### config.mk
export PLATFORM = sky130hd
export DESIGN_NAME = spfpi_core
export DESIGN_NICKNAME = d
export VERILOG_FILES = /design/src/shared/spfpi_pkg.sv /design/src/verilog/spfpi_core.sv
export SDC_FILE = /design/constraint.sdc
export NUM_CORES = 1
export LEC_CHECK = 0
export BUFFER_PORTS_ARGS = -buffer_cell sky130_fd_sc_hd__buf_2
export CAP_MARGIN = 15
export CORE_ASPECT_RATIO = 1.1
export CORE_MARGIN = 5
export CORE_UTILIZATION = 64
export CTS_CLUSTER_DIAMETER = 50
export DETAILED_ROUTE_END_ITERATION = 7
export PLACE_DENSITY = 0.85
export SYNTH_ARGS = -nofsm -noshare
export SYNTH_HDL_FRONTEND = slang
export SYNTH_SLANG_ARGS = --single-unit
export TNS_END_PERCENT = 100
### constraint.sdc
create_clock -name i_sys_clk -period 4.15 [get_ports i_sys_clk]
set_input_delay 1.245 -clock i_sys_clk [delete_from_list [all_inputs] [get_ports i_sys_clk]]
set_output_delay 1.245 -clock i_sys_clk [all_outputs]
set_load 0.1 [all_outputs]
### src/shared/spfpi_pkg.sv
// constants and types for the spi supervision block
package spfpi_pkg;
	localparam int WORD_W_DEF   = 8;
	localparam int DIV_W        = 8;
	localparam logic [7:0] DIV_RST = 8'h01;
	localparam int FIFO_DEPTH   = 8;
	localparam logic [15:0] DATA_RST = 16'h0000;
	typedef enum logic [1:0] {
		SPFPI_IDLE = 2'b00,
		SPFPI_LEAD = 2'b01,
		SPFPI_XFER = 2'b11,
		SPFPI_TAIL = 2'b10
	} spfpi_state_e;
endpackage : spfpi_pkg

### src/verilog/spfpi_core.sv
// spi master/slave with mode fault, single-wire, low power and irq logic
module spfpi_fifo #(
	parameter int WIDTH = 8,
	parameter int DEPTH = 8
) (
	input  wire logic             i_sys_clk,
	input  wire logic             i_arst_n,
	input  wire logic             i_flush,
	input  wire logic             i_valid,
	output logic                  o_ready,
	input  wire logic [WIDTH-1:0] i_data,
	output logic                  o_valid,
	input  wire logic             i_ready,
	output logic      [WIDTH-1:0] o_data
);
	localparam int AW = $clog2(DEPTH);
	if (DEPTH < 2 || (1 << AW) != DEPTH) begin : g_bad_depth
		$error("fifo depth must be a power of two of at least 2");
	end
	logic [WIDTH-1:0] mem [DEPTH];
	logic [AW:0]      wr_q;
	logic [AW:0]      rd_q;
	logic             push;
	logic             pop;
	assign o_valid = wr_q != rd_q;
	assign o_ready = (wr_q ^ rd_q) != {1'b1, {AW{1'b0}}};
	assign push    = i_valid && o_ready;
	assign pop     = o_valid && i_ready;
	assign o_data  = mem[rd_q[AW-1:0]];
	always_ff @(posedge i_sys_clk or negedge i_arst_n) begin
		if (!i_arst_n) begin
			wr_q <= '0;
			rd_q <= '0;
		end else if (i_flush) begin
			wr_q <= '0;
			rd_q <= '0;
		end else begin
			if (push)
				wr_q <= wr_q + 1'b1;
			if (pop)
				rd_q <= rd_q + 1'b1;
		end
	end
	always_ff @(posedge i_sys_clk) begin
		if (push)
			mem[wr_q[AW-1:0]] <= i_data;
	end
endmodule : spfpi_fifo

// Functional notes
// - slave-select output low during each transfer, high while idle
// - select output only as master with output and fault enables set
// - no mode-fault detection while select output is enabled
// - single-wire: master uses mosi pin, slave uses miso pin
// - drive enable sets shared pin direction; pin always feeds shifter
// - sck out as master, in as slave; select input as slave
// - single-wire master fault moves device to slave on miso
// - select low as master with fault detection sets fault flag
// - no fault when detection disabled or as slave
// - fault clears master, tristates pins, aborts transfer to idle
// - fault in single-wire master drops data pin output enable
// - fault flag clears on status read then control one write
// - pending receive word lost on mode fault
// - system enable clear disables core, registers stay accessible
// - halt in wait stops master transfer, resumes on exit
// - halted slave keeps shifting on the external sck while in wait
// - low power slave defers receive flag and copy until exit
// - stop freezes master and keeps slave in step
// - data reads zero after reset
// - irq is or of three flags, only while enabled
// - receive flag set on copy to data register, sticky
// - transmit empty set when the tx fifo has room and no data write is strobed
// - receive flag set half sck period after last edge as master, on the last edge as slave
// - baud divider runs only as master during transfer
module spfpi_core
	import spfpi_pkg::*;
#(
	parameter int WORD_W = spfpi_pkg::WORD_W_DEF
) (
	// clock and reset
	input  wire logic              i_sys_clk,
	input  wire logic              i_arst_n,
	// configuration
	input  wire logic              i_system_enable,
	input  wire logic              i_controller_select_set,
	input  wire logic              i_select_output_enable,
	input  wire logic              i_fault_detect_enable,
	input  wire logic              i_single_wire_select,
	input  wire logic              i_single_wire_drive_enable,
	input  wire logic              i_halt_in_wait,
	input  wire logic [spfpi_pkg::DIV_W-1:0] i_half_div,
	// power state
	input  wire logic              i_wait_mode,
	input  wire logic              i_stop_mode,
	// software access strobes
	input  wire logic              i_status_read,
	input  wire logic              i_ctrl_one_write,
	input  wire logic              i_data_read,
	input  wire logic              i_data_write,
	input  wire logic [WORD_W-1:0] i_data_wr,
	// register view
	output logic                   o_controller_select,
	output logic                   o_fault_flag,
	output logic                   o_receive_full_flag,
	output logic                   o_transmit_empty_flag,
	output logic      [WORD_W-1:0] o_data_register,
	output logic                   o_irq,
	output logic                   o_busy,
	// spi pins
	output logic                   o_sck,
	output logic                   o_sck_oe,
	input  wire logic              i_sck,
	input  wire logic              i_ss_n,
	output logic                   o_ss_n,
	output logic                   o_ss_oe,
	input  wire logic              i_mosi,
	output logic                   o_mosi,
	output logic                   o_mosi_oe,
	input  wire logic              i_miso,
	output logic                   o_miso,
	output logic                   o_miso_oe
);
	localparam int BW = $clog2(WORD_W + 1);
	if (WORD_W != 8 && WORD_W != 16) begin : g_bad_width
		$error("word width must be 8 or 16");
	end

	typedef struct packed {
		spfpi_state_e            st;
		logic                    controller_select;
		logic                    fault_flag;
		logic                    receive_full_flag;
		logic                    transmit_empty_flag;
		logic                    sr_seen_fault_flag;
		logic                    sr_seen_receive_full_flag;
		logic                    sr_seen_transmit_empty_flag;
		logic [WORD_W-1:0]       dr;
		logic [WORD_W-1:0]       sh;
		logic [BW-1:0]           bits;
		logic [DIV_W-1:0]        div;
		logic                    sck;
		logic                    sck_in;
		logic                    ss_in;
		logic                    pend;
		logic                    lp_mid;
	} spfpi_s;

	spfpi_s s_q, s_d;
	logic              fifo_valid;
	logic [WORD_W-1:0] fifo_data;
	logic              fifo_pop;
	logic              fifo_ready;
	logic              txin_ready;

	// halt master clocking in wait (when asked) or stop
	logic low_power;
	logic halt_m;
	logic ser_in;
	logic ssout_on;
	logic fault_ev;
	logic s_rise;
	logic s_fall;
	logic s_sel;
	assign low_power = i_stop_mode || (i_wait_mode && i_halt_in_wait);
	assign halt_m    = !i_system_enable || low_power;
	assign ssout_on  = s_q.controller_select && i_select_output_enable
		&& i_fault_detect_enable;
	assign fault_ev  = i_system_enable && s_q.controller_select && i_fault_detect_enable
		&& !i_select_output_enable && !i_ss_n;
	// single-wire: master reads mosi, slave reads miso
	assign ser_in = i_single_wire_select
		? (s_q.controller_select ? i_mosi : i_miso)
		: (s_q.controller_select ? i_miso : i_mosi);
	assign s_sel  = !i_ss_n && !s_q.controller_select && i_system_enable;
	assign s_rise = s_sel && i_sck && !s_q.sck_in;
	assign s_fall = s_sel && !i_sck && s_q.sck_in;
	assign fifo_pop = (s_q.st == SPFPI_IDLE) && s_q.controller_select && !halt_m
		&& !s_q.fault_flag;

	spfpi_fifo #(.WIDTH(WORD_W), .DEPTH(FIFO_DEPTH)) u_txq (
		.i_sys_clk (i_sys_clk),
		.i_arst_n  (i_arst_n),
		.i_flush   (fault_ev),
		.i_valid   (i_data_write),
		.o_ready   (fifo_ready),
		.i_data    (i_data_wr),
		.o_valid   (fifo_valid),
		.i_ready   (fifo_pop),
		.o_data    (fifo_data)
	);
	assign txin_ready = fifo_ready;

	always_comb begin
		s_d = s_q;
		s_d.sck_in = i_sck;
		s_d.ss_in  = i_ss_n;
		if (i_ctrl_one_write)
			s_d.controller_select = i_controller_select_set;
		if (i_status_read) begin
			s_d.sr_seen_fault_flag  = s_q.fault_flag;
			s_d.sr_seen_receive_full_flag  = s_q.receive_full_flag;
			s_d.sr_seen_transmit_empty_flag = s_q.transmit_empty_flag;
		end
		if (i_ctrl_one_write && s_q.sr_seen_fault_flag) begin
			s_d.fault_flag = 1'b0;
			s_d.sr_seen_fault_flag = 1'b0;
		end
		if (i_data_read && s_q.sr_seen_receive_full_flag) begin
			s_d.receive_full_flag = 1'b0;
			s_d.sr_seen_receive_full_flag = 1'b0;
		end
		if (i_data_write && s_q.sr_seen_transmit_empty_flag) begin
			s_d.transmit_empty_flag = 1'b0;
			s_d.sr_seen_transmit_empty_flag = 1'b0;
		end
		if (!i_data_write && txin_ready && !s_q.transmit_empty_flag)
			s_d.transmit_empty_flag = 1'b1;
		if (!low_power && s_q.lp_mid) begin
			s_d.lp_mid = 1'b0;
			s_d.dr     = s_q.sh;
			s_d.receive_full_flag   = 1'b1;
		end
		if (fault_ev) begin
			s_d.fault_flag = 1'b1;
			s_d.controller_select = 1'b0;
			s_d.st   = SPFPI_IDLE;
			s_d.bits = '0;
			s_d.sck  = 1'b0;
			s_d.div  = '0;
			s_d.pend = 1'b0;
		end else if (s_q.controller_select) begin
			unique case (s_q.st)
				SPFPI_IDLE: begin
					s_d.div = '0;
					if (fifo_pop && fifo_valid) begin
						s_d.sh   = fifo_data;
						s_d.st   = SPFPI_LEAD;
						s_d.bits = BW'(WORD_W);
					end
				end
				SPFPI_LEAD, SPFPI_XFER, SPFPI_TAIL: begin
					if (!halt_m) begin
						if (s_q.div >= i_half_div) begin
							s_d.div = '0;
							unique case (s_q.st)
								SPFPI_LEAD: s_d.st = SPFPI_XFER;
								SPFPI_XFER: begin
									s_d.sck = !s_q.sck;
									if (!s_q.sck) begin
										s_d.pend = ser_in;
									end else begin
										s_d.sh   = {s_q.sh[WORD_W-2:0],
											s_q.pend};
										s_d.bits = s_q.bits - 1'b1;
										if (s_q.bits == BW'(1))
											s_d.st = SPFPI_TAIL;
									end
								end
								default: begin
									s_d.dr   = s_q.sh;
									s_d.receive_full_flag = 1'b1;
									s_d.st   = SPFPI_IDLE;
								end
							endcase
						end else begin
							s_d.div = s_q.div + 1'b1;
						end
					end
				end
			endcase
		end else begin
			// slave: shifter follows external sck even in low power
			s_d.st  = SPFPI_IDLE;
			s_d.div = '0;
			if (i_system_enable && s_q.ss_in && i_ss_n == 1'b0) begin
				s_d.bits = BW'(WORD_W);
				if (!low_power)
					s_d.sh = s_q.dr;
			end
			if (s_rise) begin
				s_d.pend = ser_in;
			end
			if (s_fall && s_q.bits != '0) begin
				s_d.sh   = {s_q.sh[WORD_W-2:0], s_q.pend};
				s_d.bits = s_q.bits - 1'b1;
				if (s_q.bits == BW'(1)) begin
					if (low_power)
						s_d.lp_mid = 1'b1;
					else begin
						s_d.dr   = {s_q.sh[WORD_W-2:0], s_q.pend};
						s_d.receive_full_flag = 1'b1;
					end
					s_d.bits = BW'(WORD_W);
				end
			end
			if (low_power && !i_wait_mode && !i_stop_mode)
				s_d.lp_mid = 1'b0;
		end
	end

	always_ff @(posedge i_sys_clk or negedge i_arst_n) begin
		if (!i_arst_n) begin
			s_q <= '{st: SPFPI_IDLE, div: '0, bits: '0,
				dr: WORD_W'(DATA_RST), sh: '0, sck_in: 1'b0,
				ss_in: 1'b1, transmit_empty_flag: 1'b1, default: 1'b0};
		end else begin
			s_q <= s_d;
		end
	end

	// outputs
	assign o_controller_select   = s_q.controller_select;
	assign o_fault_flag          = s_q.fault_flag;
	assign o_receive_full_flag   = s_q.receive_full_flag;
	assign o_transmit_empty_flag = s_q.transmit_empty_flag;
	assign o_data_register       = s_q.dr;
	assign o_busy                = s_q.st != SPFPI_IDLE;
	assign o_irq = i_system_enable
		&& (s_q.fault_flag || s_q.receive_full_flag || s_q.transmit_empty_flag);
	assign o_sck     = s_q.sck;
	assign o_sck_oe  = s_q.controller_select && i_system_enable;
	assign o_ss_n    = !o_busy;
	assign o_ss_oe   = ssout_on && i_system_enable;
	assign o_mosi    = s_q.sh[WORD_W-1];
	assign o_miso    = s_q.sh[WORD_W-1];
	// after a fault controller_select is low so master pins are released
	assign o_mosi_oe = i_system_enable && s_q.controller_select && !s_q.fault_flag
		&& (!i_single_wire_select || i_single_wire_drive_enable);
	assign o_miso_oe = i_system_enable && !s_q.controller_select && !s_q.fault_flag && s_sel
		&& (!i_single_wire_select || i_single_wire_drive_enable);

	a_irq_gate: assert property (@(posedge i_sys_clk) disable iff (!i_arst_n)
		o_irq |-> i_system_enable && (s_q.fault_flag || s_q.receive_full_flag || s_q.transmit_empty_flag))
		else $error("irq without enabled flag");
	a_fault_set: assert property (@(posedge i_sys_clk) disable iff (!i_arst_n)
		fault_ev |=> o_fault_flag && !o_controller_select && !o_busy)
		else $error("fault not taken");
	a_no_slave_fault: assert property (@(posedge i_sys_clk)
		disable iff (!i_arst_n)
		!s_q.controller_select && !s_q.fault_flag |=> !s_q.fault_flag)
		else $error("fault raised as slave");
	a_ss_output: assert property (@(posedge i_sys_clk) disable iff (!i_arst_n)
		o_ss_oe |-> s_q.controller_select && i_fault_detect_enable)
		else $error("select output outside master");
	a_div_idle: assert property (@(posedge i_sys_clk) disable iff (!i_arst_n)
		!s_q.controller_select || s_q.st == SPFPI_IDLE |=> s_q.div == '0)
		else $error("divider running idle");
	a_halt_freeze: assert property (@(posedge i_sys_clk)
		disable iff (!i_arst_n)
		halt_m && s_q.controller_select && !fault_ev |=> $stable(s_q.sh) && $stable(s_q.sck))
		else $error("master moved while halted");
	a_fault_flag_clear: assert property (@(posedge i_sys_clk) disable iff (!i_arst_n)
		s_q.fault_flag && !s_q.sr_seen_fault_flag && !fault_ev |=> s_q.fault_flag)
		else $error("fault flag cleared early");
	a_lp_defer: assert property (@(posedge i_sys_clk) disable iff (!i_arst_n)
		!s_q.controller_select && low_power && !s_q.receive_full_flag && !i_data_read |=> !s_q.receive_full_flag)
		else $error("receive flag during low power");
endmodule : spfpi_core

Word level (Yosys, flattened, before mapping)
Memory sizes are Yosys's and may differ from the RTL's.
Index checks and enable logic that the tools add are counted.
{"block": "classes", "add_sub_neg": 4, "n_mul": 0, "n_div": 0, "order_cmp": 1, "n_eq_ne": 25, "shift": 0, "mux": 76, "n_bitwise": 3, "n_reduce_logical": 83}
{"operator": "8-bit 2-to-1 mux", "count": 7}
{"operator": "12-bit 2-to-1 mux", "count": 4}
{"operator": "1-bit 2-to-1 mux", "count": 42}
{"operator": "20-bit 2-to-1 mux", "count": 2}
{"operator": "20-bit case mux with 2 select lines", "count": 1}
{"operator": "1-bit logical AND", "count": 37}
{"operator": "29-bit 2-to-1 mux", "count": 1}
{"operator": "28-bit 2-to-1 mux", "count": 1}
{"operator": "2-bit nonzero test", "count": 13}
{"operator": "4-bit 2-to-1 mux", "count": 5}
{"operator": "4-bit != test, second input constant", "count": 5}
{"operator": "1-bit zero test", "count": 16}
{"operator": "16-bit 2-to-1 mux", "count": 1}
{"operator": "2-bit 2-to-1 mux", "count": 8}
{"operator": "13-bit 2-to-1 mux", "count": 1}
{"operator": "3-bit by 2-bit != test with 1-bit output, second input constant", "count": 4}
{"operator": "3-bit != test, second input constant", "count": 4}
{"operator": "6-bit AND reduction", "count": 2}
{"operator": "5-bit != test, second input constant", "count": 2}
{"operator": "5-bit AND reduction", "count": 2}
{"operator": "3-bit by 1-bit != test with 1-bit output, second input constant", "count": 3}
{"operator": "4-bit by 1-bit adder with 4-bit output, second input constant", "count": 2}
{"operator": "8-bit by 1-bit adder with 8-bit output, second input constant", "count": 1}
{"operator": "8-bit greater-or-equal comparator", "count": 1}
{"operator": "18 further kinds", "count": 27}
{"block": "totals", "regBits": 50, "latch_bits": 0, "ramBits": 64, "rom_bits": 0, "elab_cells": 212, "mem_count": 1}
{"name": "u_txq.mem", "words": 8, "word_bits": 8, "rd": 1, "rd_clocked_by_memory_dff": 0, "write_ports": 1, "line_no": "spfpi_core.sv:20", "rtl": "logic [WIDTH-1:0] mem [DEPTH];"}

Longest topological paths before layout
{"block": "logic_depth", "ltp_word": 11, "mapped_depth": 9, "depth_no_buf": 8}

Modules after synthesis
Synthesis repeated with hierarchy kept, for this count alone.
{"block": "unflattened", "cells_unflattened": 470, "hier_area_um2": 6004.5}
{"module": "spfpi_fifo", "instances": 1, "cells_each": 170, "area_each_um2": 3108.0}
{"module": "spfpi_core", "instances": 1, "cells_each": 300, "area_each_um2": 2896.5}

Least setup slack after synthesis
No wires, ideal clock.
{"block": "synth_timing", "path_kind": "input to output", "from": "input port i_system_enable", "to": "output port o_miso_oe", "arrival_time_ps": 6256, "setup_slack_ps": -3351, "cell_stages": 3, "path_buffers": 1, "cell_sequence": "buf_2 > nand2b_1 > a2111oi_0"}
{"block": "synth_via", "elab_chain_cells": 4}
{"item": "start: declaration", "line_no": "spfpi_core.sv:84", "rtl": "input wire logic i_system_enable,"}
{"item": "1-bit logical AND (2 in series)", "line_no": "spfpi_core.sv:329", "rtl": "assign o_miso_oe = i_system_enable && !s_q.controller_select && !s_q.fault_flag && s_sel"}
{"item": "1-bit logical AND *", "line_no": "spfpi_core.sv:329"}
{"item": "1-bit logical AND *", "line_no": "spfpi_core.sv:330", "rtl": "&& (!i_single_wire_select || i_single_wire_drive_enable);"}
{"item": "end: declaration", "line_no": "spfpi_core.sv:121", "rtl": "output logic o_miso_oe"}
Mark *: on every way between the ends. The rest lies on a longest branch, timed or not.

Worst setup path after layout
{"block": "layout_timing", "from": "input port i_ss_n", "to": "output port o_miso_oe"}
{"block": "layout_via", "elab_chain_cells": 5}
{"item": "start: declaration", "line_no": "spfpi_core.sv:113", "rtl": "input wire logic i_ss_n,"}
{"item": "1-bit zero test", "line_no": "spfpi_core.sv:174", "rtl": "assign s_sel = !i_ss_n && !s_q.controller_select && i_system_enable;"}
{"item": "1-bit logical AND (2 in series)", "line_no": "spfpi_core.sv:174"}
{"item": "1-bit logical AND", "line_no": "spfpi_core.sv:329"}
{"item": "1-bit logical AND", "line_no": "spfpi_core.sv:330"}
No other way between the ends.

==> impl_metrics.csv <==
group,metric,value,unit
synth,synth_top_family_by_area,"compound AO/OA/AOI/OAI gates",
clocking,cts_tree,"yes",
floorplanning,die_h,109,um
timing,post-route-period-util,89.4,%
synth,synth-xor-area-share,2.28,%
timing,rsz0062_at_grt,"false",
clocking,cts_hold_buf,0,
placement,place_congestion,0.864,
critical_path,path_class,"input port to output pin",
critical_path,start_kind,"input port",
synth,ys.flop_type,"edfxtp_1",
global_route,grt_pass1_vias,4178,
hold_path,hp-class,"flip-flop to flip-flop",
route,first_iter_violations,340,
pwr,power,4.50,mW
synth,synth_nets,517,
critical_path,arrival,2470,ps
pwr,powerDensity,670,nW/um^2
placement,portBuffers,56,
global_route,antenna_found_initial,0,
synth,ys_warn_count,0,
timing,max_freq,0.270,GHz
critical_path,worst-path-max-fanout,6,
timing,setup_viol,0,
route,post_drt_wl_per_cell,19.6,um
route,vias_per_cell,6.29,
floorplanning,start_util,65.2,%
timing,finalClockSkew,8.33,ps
route,final_antenna_net_count,0,
timing,maxSlewHeadroom,41.7,%
finish,final_common_cell,"edfxtp_1",
synth,synth-adder-area-share,3.92,%
floorplanning,die_w,100,um
clocking,htree_num_levels,4,
floorplanning,floorplan.die_area,11000,um^2
finish,final_cell_mix,"edfxtp_1, buf_2, dfrtp_1, mux2_2, nor2_1",
clocking,clk_latency,520,ps
synth,ys_ff_latch,114,
global_route,track_usage,25.1,%
synth,synthDistinctLibCells,65,
floorplanning,fp-row-count,36,
route,drcViolationCount,0,
outcome,status,"completed",
finish,nets,577,
synth,synth_mux_area_share,11.2,%
floorplanning,ioPinCount,57,
critical_path,required,2900,ps
clocking,clk_pin_slew,60,ps
clocking,numCtsBuffers,17,
synth,synth.yosys.seq_area_share,55.2,%
critical_path,end_kind,"output pin",
global_route,grt_max_degree,51,
synth,syn_inst,464,
synth,syn_area,5750,um^2
clocking,cts_resized,0,
clocking,cts_setup_buffers,0,
synth,synth-simple-area-share,11.1,%
clocking,cts_buffer_depth,2,
timing,finalSetupTns,0,ps
global_route,gr-total-overflow,0,
timing,finalCriticalPeriod,3710,ps
floorplanning,core,8830,um^2
timing,hold_viol,0,
synth,synth_area_per_cell,12.4,um^2
finish,drive_gt1_share,30.0,%
route,first_pass_iters,5,
route,vias,4097,
finish,syn_to_final_growth,16.6,%
timing,worst_pin_slew,872,ps
synth,async_flop_share,43.9,%
global_route,grt_pass1_wl,21.1,mm
pwr,p_leak,2.76,nW
clocking,cts.sinks,114,
clocking,root_buffer,"clkbuf_8",
finish,diodes,0,
placement,hpwl,8.70,mm
synth,synth-compound-area-share,12.1,%
route,wirelength,12.8,mm
synth,synth_edf_count,64,
flow_run,drv_cap,0,
pwr,ir_drop,0.000362,V
timing,maxSlewViolCount,0,
## critical path, cell delays in order
cell       delay, ps
buf_2            130
nand2b_1         230
a2111oi_2        370
buf_2            490
## Yosys cell counts (all sizes together), types with 8 or more instances
cell	number	area share [%]
a21oi	28	2.5
a221o	9	1.6
a31oi	12	1.3
buf	17	1.8
clkbuf	11	0.72
dfrtp	48	21
edfxtp	64	33
ha	18	3.9
inv	25	1.6
mux2	33	6.5
mux4	9	3.5
nand2	23	1.5
nand3	9	0.78
nor2	28	1.8
nor2b	11	1.2
nor3	8	0.70
o21ai	20	1.8
xnor2	8	1.2
## cell type report
cell class	instances	area (um^2)
flip-flops and latches	114	3180
well taps	114	143
clock buffers	17	414
multi-input cells	297	2350
inverters	25	93.8
repair buffers	69	390
clock inverters	15	139
fillers	538	2120
## power breakdown
group,switching (mW),internal [mW]
Clock,0.587,0.761
Combinational,0.952,0.543
Sequential,0.235,1.42
Total,1.77,2.72
## final timing paths
path,startpoint,end,cells past startpoint,slack (ps)
min in group asynchronous,i_arst_n,s_q[5]$_DFFE_PN0P_,1,710
worst min-delay path,s_q[34]$_DFFE_PN0P_,s_q[34]$_DFFE_PN0P_,1,470
worst min register to register,s_q[34]$_DFFE_PN0P_,s_q[34]$_DFFE_PN0P_,1,470
worst max register to register,s_q[40]$_DFFE_PN0P_,s_q[16]$_DFFE_PN0P_,8,1360
worst max-delay path,i_ss_n,o_miso_oe,4,440
max in group asynchronous,i_arst_n,o_sck$_DFFE_PN0P_,2,2890
## sequential cells by signal, indices dropped and copies added (netlist names), 4 cells and up
| register | cells |
|---|---|
| o_data_register | 8 |
| u_txq.wr_q | 4 |
| u_txq.rd_q | 4 |
| s_q | 28 |
| u_txq.mem | 64 |
## metal layers
metal | vias up | track usage, % | share of wire [%]
met3 | 33 | 5.58 | 6.4
li1 | 1864 | - | -
met2 | 177 | 43.0 | 52
met5 | - | 0 | 0
met4 | 0 | 10.9 | 2.9
met1 | 2023 | 30.7 | 39
## kinds of logic (layout without fill, tap and decap cells)
| family | after synthesis | in the layout |
|---|---|---|
| XOR/XNOR | 15 | 15 |
| AND/OR/NAND/NOR | 115 | 115 |
| flip-flops | 114 | 114 |
| AO/OA/AOI/OAI | 100 | 100 |
| multiplexers | 49 | 49 |
| buffers and inverters | 53 | 126 |
| adder cells (fa/ha/maj) | 18 | 18 |
## stage by stage
| stage | instances | hold slack, ps | instance area (um^2) | utilization [%] | setup WS [ps] |
|---|---|---|---|---|---|
| 2_1_floorplan | 464 | 435 | 5760 | - | -603 |
| 3_3_place_gp | 618 | 448 | 6140 | 69.5 | 475 |
| 3_5_place_dp | 618 | 466 | 6140 | 69.5 | 443 |
| 4_1_cts | 650 | 474 | 6690 | 75.8 | 432 |
| 5_1_grt | 651 | 496 | 6710 | 76.0 | 377 |
| 6_report | 651 | 471 | 6710 | 76.0 | 440 |
Power figures use the tool's default switching activity.
